**src/design/opc_pkg.sv**
```systemverilog
// package for the optical port pin conditioning block
// assumes a 32-bit axi4-lite register bus; offsets printed as indices
package opc_pkg;
  // printed register offsets kept as indices; byte address is four times
  localparam logic [15:0] OPC_IDX_TXCFG   = 16'h2456;
  localparam logic [15:0] OPC_IDX_RXCFG   = 16'h2457;
  localparam logic [15:0] OPC_IDX_STATUS  = 16'h2458;
  localparam int          OPC_ADDR_W      = 18;
  localparam logic [OPC_ADDR_W-1:0] OPC_ADDR_TXCFG  = {OPC_IDX_TXCFG, 2'b00};
  localparam logic [OPC_ADDR_W-1:0] OPC_ADDR_RXCFG  = {OPC_IDX_RXCFG, 2'b00};
  localparam logic [OPC_ADDR_W-1:0] OPC_ADDR_STATUS = {OPC_IDX_STATUS, 2'b00};
  // tx config field positions
  localparam int OPC_TX_INV_BIT = 0;
  localparam int OPC_TX_MOD_BIT = 1;
  localparam int OPC_TX_SEL_LO  = 2;
  // rx config field positions
  localparam int OPC_RX_BB_BIT  = 0;
  localparam int OPC_RX_INV_BIT = 1;
  localparam int OPC_RX_DIS_BIT = 2;
  localparam int OPC_DUTY_LO    = 4;
  // status field positions
  localparam int OPC_ST_TX_BIT  = 0;
  localparam int OPC_ST_RX_BIT  = 1;
  localparam int OPC_ST_CAR_BIT = 2;
  localparam logic [1:0] OPC_RESP_OKAY   = 2'b00;
  localparam logic [1:0] OPC_RESP_SLVERR = 2'b10;
  localparam logic [1:0] OPC_SEL_RESET   = 2'h0;
  localparam logic [1:0] OPC_DUTY_RESET  = 2'h0;
  localparam int OPC_CAR_DIV_DEF = 16;
  localparam int OPC_PHASE_W     = 4;
  typedef enum logic [1:0] {
    OPC_SRC_GPIO, OPC_SRC_UART, OPC_SRC_REAL, OPC_SRC_REACT
  } opc_src_t;
  typedef enum logic [1:0] {
    OPC_DUTY_50, OPC_DUTY_25, OPC_DUTY_12, OPC_DUTY_6
  } opc_duty_t;
endpackage

```
**src/design/opc_port.sv**
```systemverilog
// optical port pin conditioning: tx source mux, invert, carrier modulation,
// rx routing to uart, gpio or lcd segment; axi4-lite config registers.
// assumes pin-side inputs are synchronous to aclk.
module opc_port #(
  parameter int CAR_DIV = opc_pkg::OPC_CAR_DIV_DEF
) (
  input  wire logic                          aclk,
  input  wire logic                          aresetn,
  input  wire logic [opc_pkg::OPC_ADDR_W-1:0] s_axi_awaddr,
  input  wire logic                          s_axi_awvalid,
  output logic                               s_axi_awready,
  input  wire logic [31:0]                   s_axi_wdata,
  input  wire logic [3:0]                    s_axi_wstrb,
  input  wire logic                          s_axi_wvalid,
  output logic                               s_axi_wready,
  output logic [1:0]                         s_axi_bresp,
  output logic                               s_axi_bvalid,
  input  wire logic                          s_axi_bready,
  input  wire logic [opc_pkg::OPC_ADDR_W-1:0] s_axi_araddr,
  input  wire logic                          s_axi_arvalid,
  output logic                               s_axi_arready,
  output logic [31:0]                        s_axi_rdata,
  output logic [1:0]                         s_axi_rresp,
  output logic                               s_axi_rvalid,
  input  wire logic                          s_axi_rready,
  input  wire logic                          segment_pin_map_51,
  input  wire logic                          segment_pin_map_55,
  input  wire logic                          gpio_out_51,
  input  wire logic                          uart_tx_data,
  input  wire logic                          real_energy_pulse,
  input  wire logic                          reactive_energy_pulse,
  input  wire logic                          lcd_segment_51,
  input  wire logic                          optical_rx_pin,
  output logic                               optical_tx_pin,
  output logic                               uart_rx_data,
  output logic                               gpio_in_55,
  output logic                               shared_segment_gpio_55,
  output logic                               bitbang_active
);
  import opc_pkg::*;

  // ==========================================================
  // register file
  logic            tx_inv_r, tx_mod_r, rx_bb_r, rx_inv_r, rx_dis_r;
  opc_src_t        tx_sel_r;
  opc_duty_t       duty_r;
  logic            aw_hold_r, w_hold_r;
  logic [OPC_ADDR_W-1:0] awaddr_r;
  logic [31:0]     wdata_r;
  logic [3:0]      wstrb_r;
  logic            do_write;
  logic [31:0]     rd_val;
  logic            rd_hit;
  logic            carrier_r;

  assign do_write = aw_hold_r && w_hold_r && !s_axi_bvalid;

  // address and data are latched independently so either may arrive first
  always_ff @(posedge aclk) begin
    if (!aresetn) begin
      aw_hold_r     <= 1'b0;
      w_hold_r      <= 1'b0;
      awaddr_r      <= '0;
      wdata_r       <= '0;
      wstrb_r       <= '0;
      s_axi_awready <= 1'b0;
      s_axi_wready  <= 1'b0;
    end else begin
      s_axi_awready <= !aw_hold_r && !s_axi_awready && s_axi_awvalid;
      s_axi_wready  <= !w_hold_r && !s_axi_wready && s_axi_wvalid;
      if (s_axi_awvalid && s_axi_awready) begin
        aw_hold_r <= 1'b1;
        awaddr_r  <= s_axi_awaddr;
      end else if (do_write) begin
        aw_hold_r <= 1'b0;
      end
      if (s_axi_wvalid && s_axi_wready) begin
        w_hold_r <= 1'b1;
        wdata_r  <= s_axi_wdata;
        wstrb_r  <= s_axi_wstrb;
      end else if (do_write) begin
        w_hold_r <= 1'b0;
      end
    end
  end

  always_ff @(posedge aclk) begin
    if (!aresetn) begin
      s_axi_bvalid <= 1'b0;
      s_axi_bresp  <= OPC_RESP_OKAY;
    end else if (do_write) begin
      s_axi_bvalid <= 1'b1;
      s_axi_bresp  <= (awaddr_r == OPC_ADDR_TXCFG || awaddr_r == OPC_ADDR_RXCFG ||
                       awaddr_r == OPC_ADDR_STATUS) ? OPC_RESP_OKAY : OPC_RESP_SLVERR;
    end else if (s_axi_bready) begin
      s_axi_bvalid <= 1'b0;
    end
  end

  // only byte lane 0 holds fields; other lanes are ignored
  always_ff @(posedge aclk) begin
    if (!aresetn) begin
      tx_inv_r <= 1'b0;
      tx_mod_r <= 1'b0;
      tx_sel_r <= opc_src_t'(OPC_SEL_RESET);
      rx_bb_r  <= 1'b0;
      rx_inv_r <= 1'b0;
      rx_dis_r <= 1'b0;
      duty_r   <= opc_duty_t'(OPC_DUTY_RESET);
    end else if (do_write && wstrb_r[0]) begin
      if (awaddr_r == OPC_ADDR_TXCFG) begin
        tx_inv_r <= wdata_r[OPC_TX_INV_BIT];
        tx_mod_r <= wdata_r[OPC_TX_MOD_BIT];
        tx_sel_r <= opc_src_t'(wdata_r[OPC_TX_SEL_LO +: 2]);
      end
      if (awaddr_r == OPC_ADDR_RXCFG) begin
        rx_bb_r  <= wdata_r[OPC_RX_BB_BIT];
        rx_inv_r <= wdata_r[OPC_RX_INV_BIT];
        rx_dis_r <= wdata_r[OPC_RX_DIS_BIT];
        duty_r   <= opc_duty_t'(wdata_r[OPC_DUTY_LO +: 2]);
      end
    end
  end

  // ==========================================================
  // read channel
  always_comb begin
    rd_val = '0;
    rd_hit = 1'b1;
    case (s_axi_araddr)
      OPC_ADDR_TXCFG: begin
        rd_val[OPC_TX_INV_BIT]        = tx_inv_r;
        rd_val[OPC_TX_MOD_BIT]        = tx_mod_r;
        rd_val[OPC_TX_SEL_LO +: 2]    = tx_sel_r;
      end
      OPC_ADDR_RXCFG: begin
        rd_val[OPC_RX_BB_BIT]         = rx_bb_r;
        rd_val[OPC_RX_INV_BIT]        = rx_inv_r;
        rd_val[OPC_RX_DIS_BIT]        = rx_dis_r;
        rd_val[OPC_DUTY_LO +: 2]      = duty_r;
      end
      OPC_ADDR_STATUS: begin
        rd_val[OPC_ST_TX_BIT]         = optical_tx_pin;
        rd_val[OPC_ST_RX_BIT]         = optical_rx_pin;
        rd_val[OPC_ST_CAR_BIT]        = carrier_r;
      end
      default: rd_hit = 1'b0;
    endcase
  end

  always_ff @(posedge aclk) begin
    if (!aresetn) begin
      s_axi_arready <= 1'b0;
      s_axi_rvalid  <= 1'b0;
      s_axi_rdata   <= '0;
      s_axi_rresp   <= OPC_RESP_OKAY;
    end else begin
      s_axi_arready <= !s_axi_arready && !s_axi_rvalid && s_axi_arvalid;
      if (s_axi_arvalid && s_axi_arready) begin
        s_axi_rvalid <= 1'b1;
        s_axi_rdata  <= rd_val;
        s_axi_rresp  <= rd_hit ? OPC_RESP_OKAY : OPC_RESP_SLVERR;
      end else if (s_axi_rready) begin
        s_axi_rvalid <= 1'b0;
      end
    end
  end

  // ==========================================================
  // carrier generation
  // divider gives one enable per carrier phase step; sixteen steps per period
  localparam int DIV_W = $clog2(CAR_DIV + 1);
  logic [DIV_W-1:0]       div_r;
  logic [OPC_PHASE_W-1:0] phase_r;
  logic                   low_nxt;

  always_ff @(posedge aclk) begin
    if (!aresetn) begin
      div_r   <= '0;
      phase_r <= '0;
    end else if (div_r == DIV_W'(CAR_DIV - 1)) begin
      div_r   <= '0;
      phase_r <= phase_r + 1'b1;
    end else begin
      div_r   <= div_r + 1'b1;
    end
  end

  // low while phase is in the first 8, 4, 2 or 1 of 16 steps
  always_comb begin
    case (duty_r)
      OPC_DUTY_50: low_nxt = (phase_r[3] == 1'b0);
      OPC_DUTY_25: low_nxt = (phase_r[3:2] == 2'h0);
      OPC_DUTY_12: low_nxt = (phase_r[3:1] == 3'h0);
      OPC_DUTY_6:  low_nxt = (phase_r == 4'h0);
      default:     low_nxt = 1'b0;
    endcase
  end

  always_ff @(posedge aclk) begin
    if (!aresetn) carrier_r <= 1'b0;
    else          carrier_r <= !low_nxt;
  end

  // ==========================================================
  // transmit path
  logic tx_src, tx_inv, tx_out;
  always_comb begin
    case (tx_sel_r)
      OPC_SRC_GPIO:  tx_src = gpio_out_51;
      OPC_SRC_UART:  tx_src = uart_tx_data;
      OPC_SRC_REAL:  tx_src = real_energy_pulse;
      OPC_SRC_REACT: tx_src = reactive_energy_pulse;
      default:       tx_src = gpio_out_51;
    endcase
  end
  assign tx_inv = tx_src ^ tx_inv_r;
  // zero test sees the inverted level so idle-high sources still modulate
  assign tx_out = (tx_mod_r && !tx_inv) ? carrier_r : tx_inv;

  always_ff @(posedge aclk) begin
    if (!aresetn) optical_tx_pin <= 1'b0;
    else          optical_tx_pin <= segment_pin_map_51 ? lcd_segment_51 : tx_out;
  end

  // ==========================================================
  // receive path
  always_ff @(posedge aclk) begin
    if (!aresetn) begin
      uart_rx_data           <= 1'b1;
      gpio_in_55             <= 1'b0;
      shared_segment_gpio_55 <= 1'b0;
      bitbang_active         <= 1'b0;
    end else begin
      // uart idles high when not routed so the receiver sees no start bit
      uart_rx_data <= (!rx_dis_r && !rx_bb_r && !segment_pin_map_55) ?
                      (optical_rx_pin ^ rx_inv_r) : 1'b1;
      gpio_in_55   <= (!segment_pin_map_55 && (rx_dis_r || rx_bb_r)) ?
                      optical_rx_pin : 1'b0;
      shared_segment_gpio_55 <= segment_pin_map_55;
      bitbang_active         <= rx_bb_r && !segment_pin_map_55;
    end
  end

  // ==========================================================
  // checks
  // every pin output is registered, so each check looks one edge after its cause
  a_tx_invert_path: assert property (@(posedge aclk) disable iff (!aresetn)
    (!segment_pin_map_51 && !tx_mod_r) |=> optical_tx_pin == $past(tx_src ^ tx_inv_r))
    else $error("tx pin not inverted source");
  a_tx_modulate_zero: assert property (@(posedge aclk) disable iff (!aresetn)
    (!segment_pin_map_51 && tx_mod_r && !tx_inv) |=> optical_tx_pin == $past(carrier_r))
    else $error("tx zero not modulated");
  a_tx_one_passes: assert property (@(posedge aclk) disable iff (!aresetn)
    (!segment_pin_map_51 && tx_inv) |=> optical_tx_pin)
    else $error("tx high level lost");
  a_tx_segment_wins: assert property (@(posedge aclk) disable iff (!aresetn)
    segment_pin_map_51 |=> optical_tx_pin == $past(lcd_segment_51))
    else $error("segment not driving tx pin");
  a_duty_six_low: assert property (@(posedge aclk) disable iff (!aresetn)
    (duty_r == OPC_DUTY_6 && phase_r != 4'h0) |=> carrier_r)
    else $error("carrier low outside duty");
  a_duty_half_low: assert property (@(posedge aclk) disable iff (!aresetn)
    (duty_r == OPC_DUTY_50) |=> carrier_r == $past(phase_r[3]))
    else $error("carrier half duty wrong");
  a_rx_uart_route: assert property (@(posedge aclk) disable iff (!aresetn)
    (!rx_dis_r && !rx_bb_r && !segment_pin_map_55) |=>
      uart_rx_data == ($past(optical_rx_pin) ^ $past(rx_inv_r)))
    else $error("uart rx wrong");
  a_rx_gpio_raw: assert property (@(posedge aclk) disable iff (!aresetn)
    (rx_dis_r && !segment_pin_map_55) |=> gpio_in_55 == $past(optical_rx_pin))
    else $error("gpio rx inverted");
  a_rx_gpio_idle: assert property (@(posedge aclk) disable iff (!aresetn)
    (!rx_dis_r && !rx_bb_r) |=> !gpio_in_55)
    else $error("gpio rx active while uart owns pin");
  a_rx_segment_owns: assert property (@(posedge aclk) disable iff (!aresetn)
    segment_pin_map_55 |=> uart_rx_data && !gpio_in_55 && shared_segment_gpio_55)
    else $error("rx pin not released to segment");
  a_rx_bitbang_gpio: assert property (@(posedge aclk) disable iff (!aresetn)
    (rx_bb_r && !segment_pin_map_55) |=> bitbang_active && uart_rx_data)
    else $error("bitbang not gpio");
  a_car_div_step: assert property (@(posedge aclk) disable iff (!aresetn)
    (div_r != DIV_W'(CAR_DIV - 1)) |=> phase_r == $past(phase_r))
    else $error("phase moved early");
  a_phase_advance: assert property (@(posedge aclk) disable iff (!aresetn)
    (div_r == DIV_W'(CAR_DIV - 1)) |=> phase_r == OPC_PHASE_W'($past(phase_r) + 1'b1))
    else $error("phase did not advance");
  a_read_resp_once: assert property (@(posedge aclk) disable iff (!aresetn)
    (s_axi_rvalid && s_axi_rready) |=> !s_axi_rvalid)
    else $error("read response repeated");
endmodule

```
**config.mk**
```make
export PLATFORM = sky130hd
export DESIGN_NAME = opc_port
export DESIGN_NICKNAME = d
export VERILOG_FILES = /design/src/design/opc_pkg.sv /design/src/design/opc_port.sv
export SDC_FILE = /design/constraint.sdc
export NUM_CORES = 1
export LEC_CHECK = 0
export BUFFER_PORTS_ARGS = -buffer_cell sky130_fd_sc_hd__buf_2
export CAP_MARGIN = 20
export CORE_UTILIZATION = 47
export DETAILED_ROUTE_END_ITERATION = 8
export GPL_ROUTABILITY_DRIVEN = 0
export PLACE_DENSITY = 0.88
export SLEW_MARGIN = 20
export SYNTH_ARGS = -nofsm -noshare
export SYNTH_HDL_FRONTEND = slang
export SYNTH_SLANG_ARGS = --single-unit
export TNS_END_PERCENT = 100
```
**constraint.sdc**
```tcl
create_clock -name aclk -period 2.3 [get_ports aclk]
set_clock_uncertainty 0.1 [all_clocks]
set_input_delay 0.23 -clock aclk [delete_from_list [all_inputs] [get_ports aclk]]
set_output_delay 0.23 -clock aclk [all_outputs]
set_load 0.01 [all_outputs]
```
==> out/qor.yml <==
synth_mux_area_share_pct: 5.26
synth_top_cell_by_area: "dfxtp_1"
placed_cells_incl_taps: 462
synth_cells: 324
vias: 2361
htreeDepth: 3
synth_edf_count: 0
mappedNetlistArea_um2: 2900
clock_latency_ns: 0.33
rows: 28
ys.flop_type: "dfxtp_1"
cts_buffers: 9
antenna_cells: 0
ys_types: 39
grt_max_degree: 32
cp.depth: 4
crit_path_max_incr_delay_ns: 0.54
dr.pass1.iters: 4
critPathBufInv: 0
grt_first_pass_wirelength_um: 9590
hold_violations: 0
r2r_start: "awaddr_r[16]"
start_kind: "register"
synth_xor_area_share_pct: 2.11
cp-end-kind: "register"
overflow: 0
min_path_type: "input pin to register"
die_w_um: 80.6
critPathTopFamily: "simple AND/OR/NAND/NOR gates"
drv_cap: 0
viasPerCell: 4.93
clockRootBuffer: "clkbuf_8"
synth_simple_gate_area_share_pct: 24.4
seqCellArea_um2: 1280
final_common_cell: "nand2_1"
critical_path_required_ns: 2.46
synth_compound_area_share_pct: 12.1
async_flop_share_pct: 0
ys_warn_count: 0
place_hpwl_um: 4250
setup_viol: 0
ir_worst_vdd_mv: 0.337
fin_util_pct: 58.5
layout-drive-gt1-share_pct: 25.0
clk_pin_slew_worst_paths_ns: 0.07
finalSetupTns_ns: 0
wire_per_inst_um: 12.1
worstPathCellList: "nor4b_4 > nand4b_4 > nor4_4 > mux2i_1"
post-cts-setup-buffer-count: 0
die_h_um: 80.6
rsz0062_at_grt: "no"
worst-r2r-setup-slack_ns: 0.47
clockBufferDepth: 2
cp_data_arrival_time_ns: 2.00
post-route-period-util_pct: 79.7
status: "complete, no violations"
stdcell_count: 479
clock-sinks: 64
grt_use_total_pct: 19.5
worstReg2RegEnd: "rx_dis_r"
dieArea_um2: 6500
slew_headroom_pct: 51.9
synth_top_area_share_pct: 44.1
syn_area_per_cell_um2: 8.96
period_needed_ns: 1.83
grt_pass1_vias: 2290
slowest_stage: "nor4_4"
nNetsFinal: 490
top_level_ports: 133
ys_seq_elements: 64
multi_input_area_um2: 1430
ant_nets: 0
seq_area_frac_synth_pct: 44.1
power.density_nw_per_um2: 714
wl_um: 5780
p_leak_nw: 1.49
syn2layout_area_growth_pct: 20.0
slew_violations: 0
cp-startpoint: "awaddr_r[16]"
synth.area.top_cells: "dfxtp_1 (44%), nand2_1 (10%), a21boi_0 (7.2%)"
most-common-layout-cells: "nand2_1 (77), buf_2 (75), dfxtp_1 (64)"
antenna_found_initial: 0
r2r_cells: 4
fp.coreArea_um2: 5960
synth_top_family_by_area: "simple AND/OR/NAND/NOR gates"
drcViolationCount: 0
path_max_fanout: 5
crit_end: "rx_dis_r"
finalHoldWorstSlack_ns: 0.0225
max_freq_mhz: 546
max_slew.worst_pin.slew_ns: 0.712
dr.first_iter.drc_count: 153
tritoncts: "yes"
start_util_pct: 48.8
num-fill-cells: 523
portBuffers: 75
synth_adder_area_share_pct: 1.72
crit_type: "register to register"
cell type report:
cell class | count | area share, %
clock buffer | 9 | 3.55
clock inverter | 7 | 3.45
inverter | 9 | 0.969
multi-input combinational | 237 | 41.1
sequential | 64 | 36.8
tap | 75 | 2.69
timing repair buffer | 78 | 11.5
metal layers:
metal | track usage (%) | routed length [um] | part of all wire, %
met5 | 0 | 0 | 0
met4 | 8.75 | 51 | 0.88
met3 | 6.02 | 384 | 6.6
met2 | 34.4 | 2850 | 49
met1 | 21.2 | 2490 | 43
Yosys cell counts (2+ instances only):
cell	number
nor3_1	3
nor4_4	2
clkbuf_1	13
and2_1	11
nor2_1	8
inv_1	9
xnor2_1	5
nand2b_1	3
nor4b_1	3
dfxtp_1	64
a2bb2oi_1	3
mux2i_1	13
o31ai_1	2
nand2_1	77
xor2_1	2
nand3b_1	2
ha_1	4
o21a_1	2
a21oi_1	4
nand3_1	9
a21boi_0	28
nand4_1	2
nor2b_1	4
buf_4	28
o21ai_0	8
nor4bb_1	2
worst min-delay path, cell delays in order:
cell and delay [ns]:
buf_2 0.11, nand2_1 0.05, nor3_1 0.03
power by group:
part,switching [mW],internal [mW]
clock network,0.435,0.721
logic,0.0965,0.0789
registers,0.0198,1.14
total,0.551,1.94
registers in the layout, indices dropped and copies added, names as in the netlist, 2 cells and up:
| signal | flops |
|---|---|
| div_r | 5 |
| awaddr_r | 18 |
| s_axi_rdata | 6 |
| duty_r | 2 |
| tx_sel_r | 2 |
| wdata_r | 6 |
| phase_r | 4 |
how the worst min path moves through the flow:
stage                    endpoint  slack (ns)  cells after the start           start
floorplan              gpio_in_55        0.24                      2  optical_rx_pin
global placement    s_axi_arready        0.33                      1    s_axi_rvalid
detailed placement  s_axi_arready        0.34                      1    s_axi_rvalid
CTS                 s_axi_awready        0.01                      3   s_axi_awvalid
global route           gpio_in_55        0.03                      3  optical_rx_pin
finish              s_axi_awready        0.02                      3   s_axi_awvalid
per-stage QoR:
| stage | setup WS [ns] | cell area, um^2 | power, mW |
|---|---|---|---|
| 3_5_place_dp | 0.467 | 3230 | 1.35 |
| 2_1_floorplan | 0.662 | 3010 | 1.31 |
| 6_report | 0.467 | 3480 | 2.49 |
| 3_3_place_gp | 0.499 | 3230 | 1.35 |
| 4_1_cts | 0.451 | 3480 | 2.51 |
| 5_1_grt | 0.335 | 3480 | 2.59 |
cell families (layout without fill, tap and decap cells):
group	after synthesis	after routing
simple gates	134	134
xor+xnor	7	7
other cells	1	28
flops	64	64
buf+inv	50	103
mux	14	14
compound gates	50	50
fa+ha+maj	4	4
timing repair:
action                                 in CTS  in global routing
hold buffers                                1                  0
resized for setup                           0                  0
endpoints found under the hold margin       1                  0
Power figures use the tool's default switching activity.
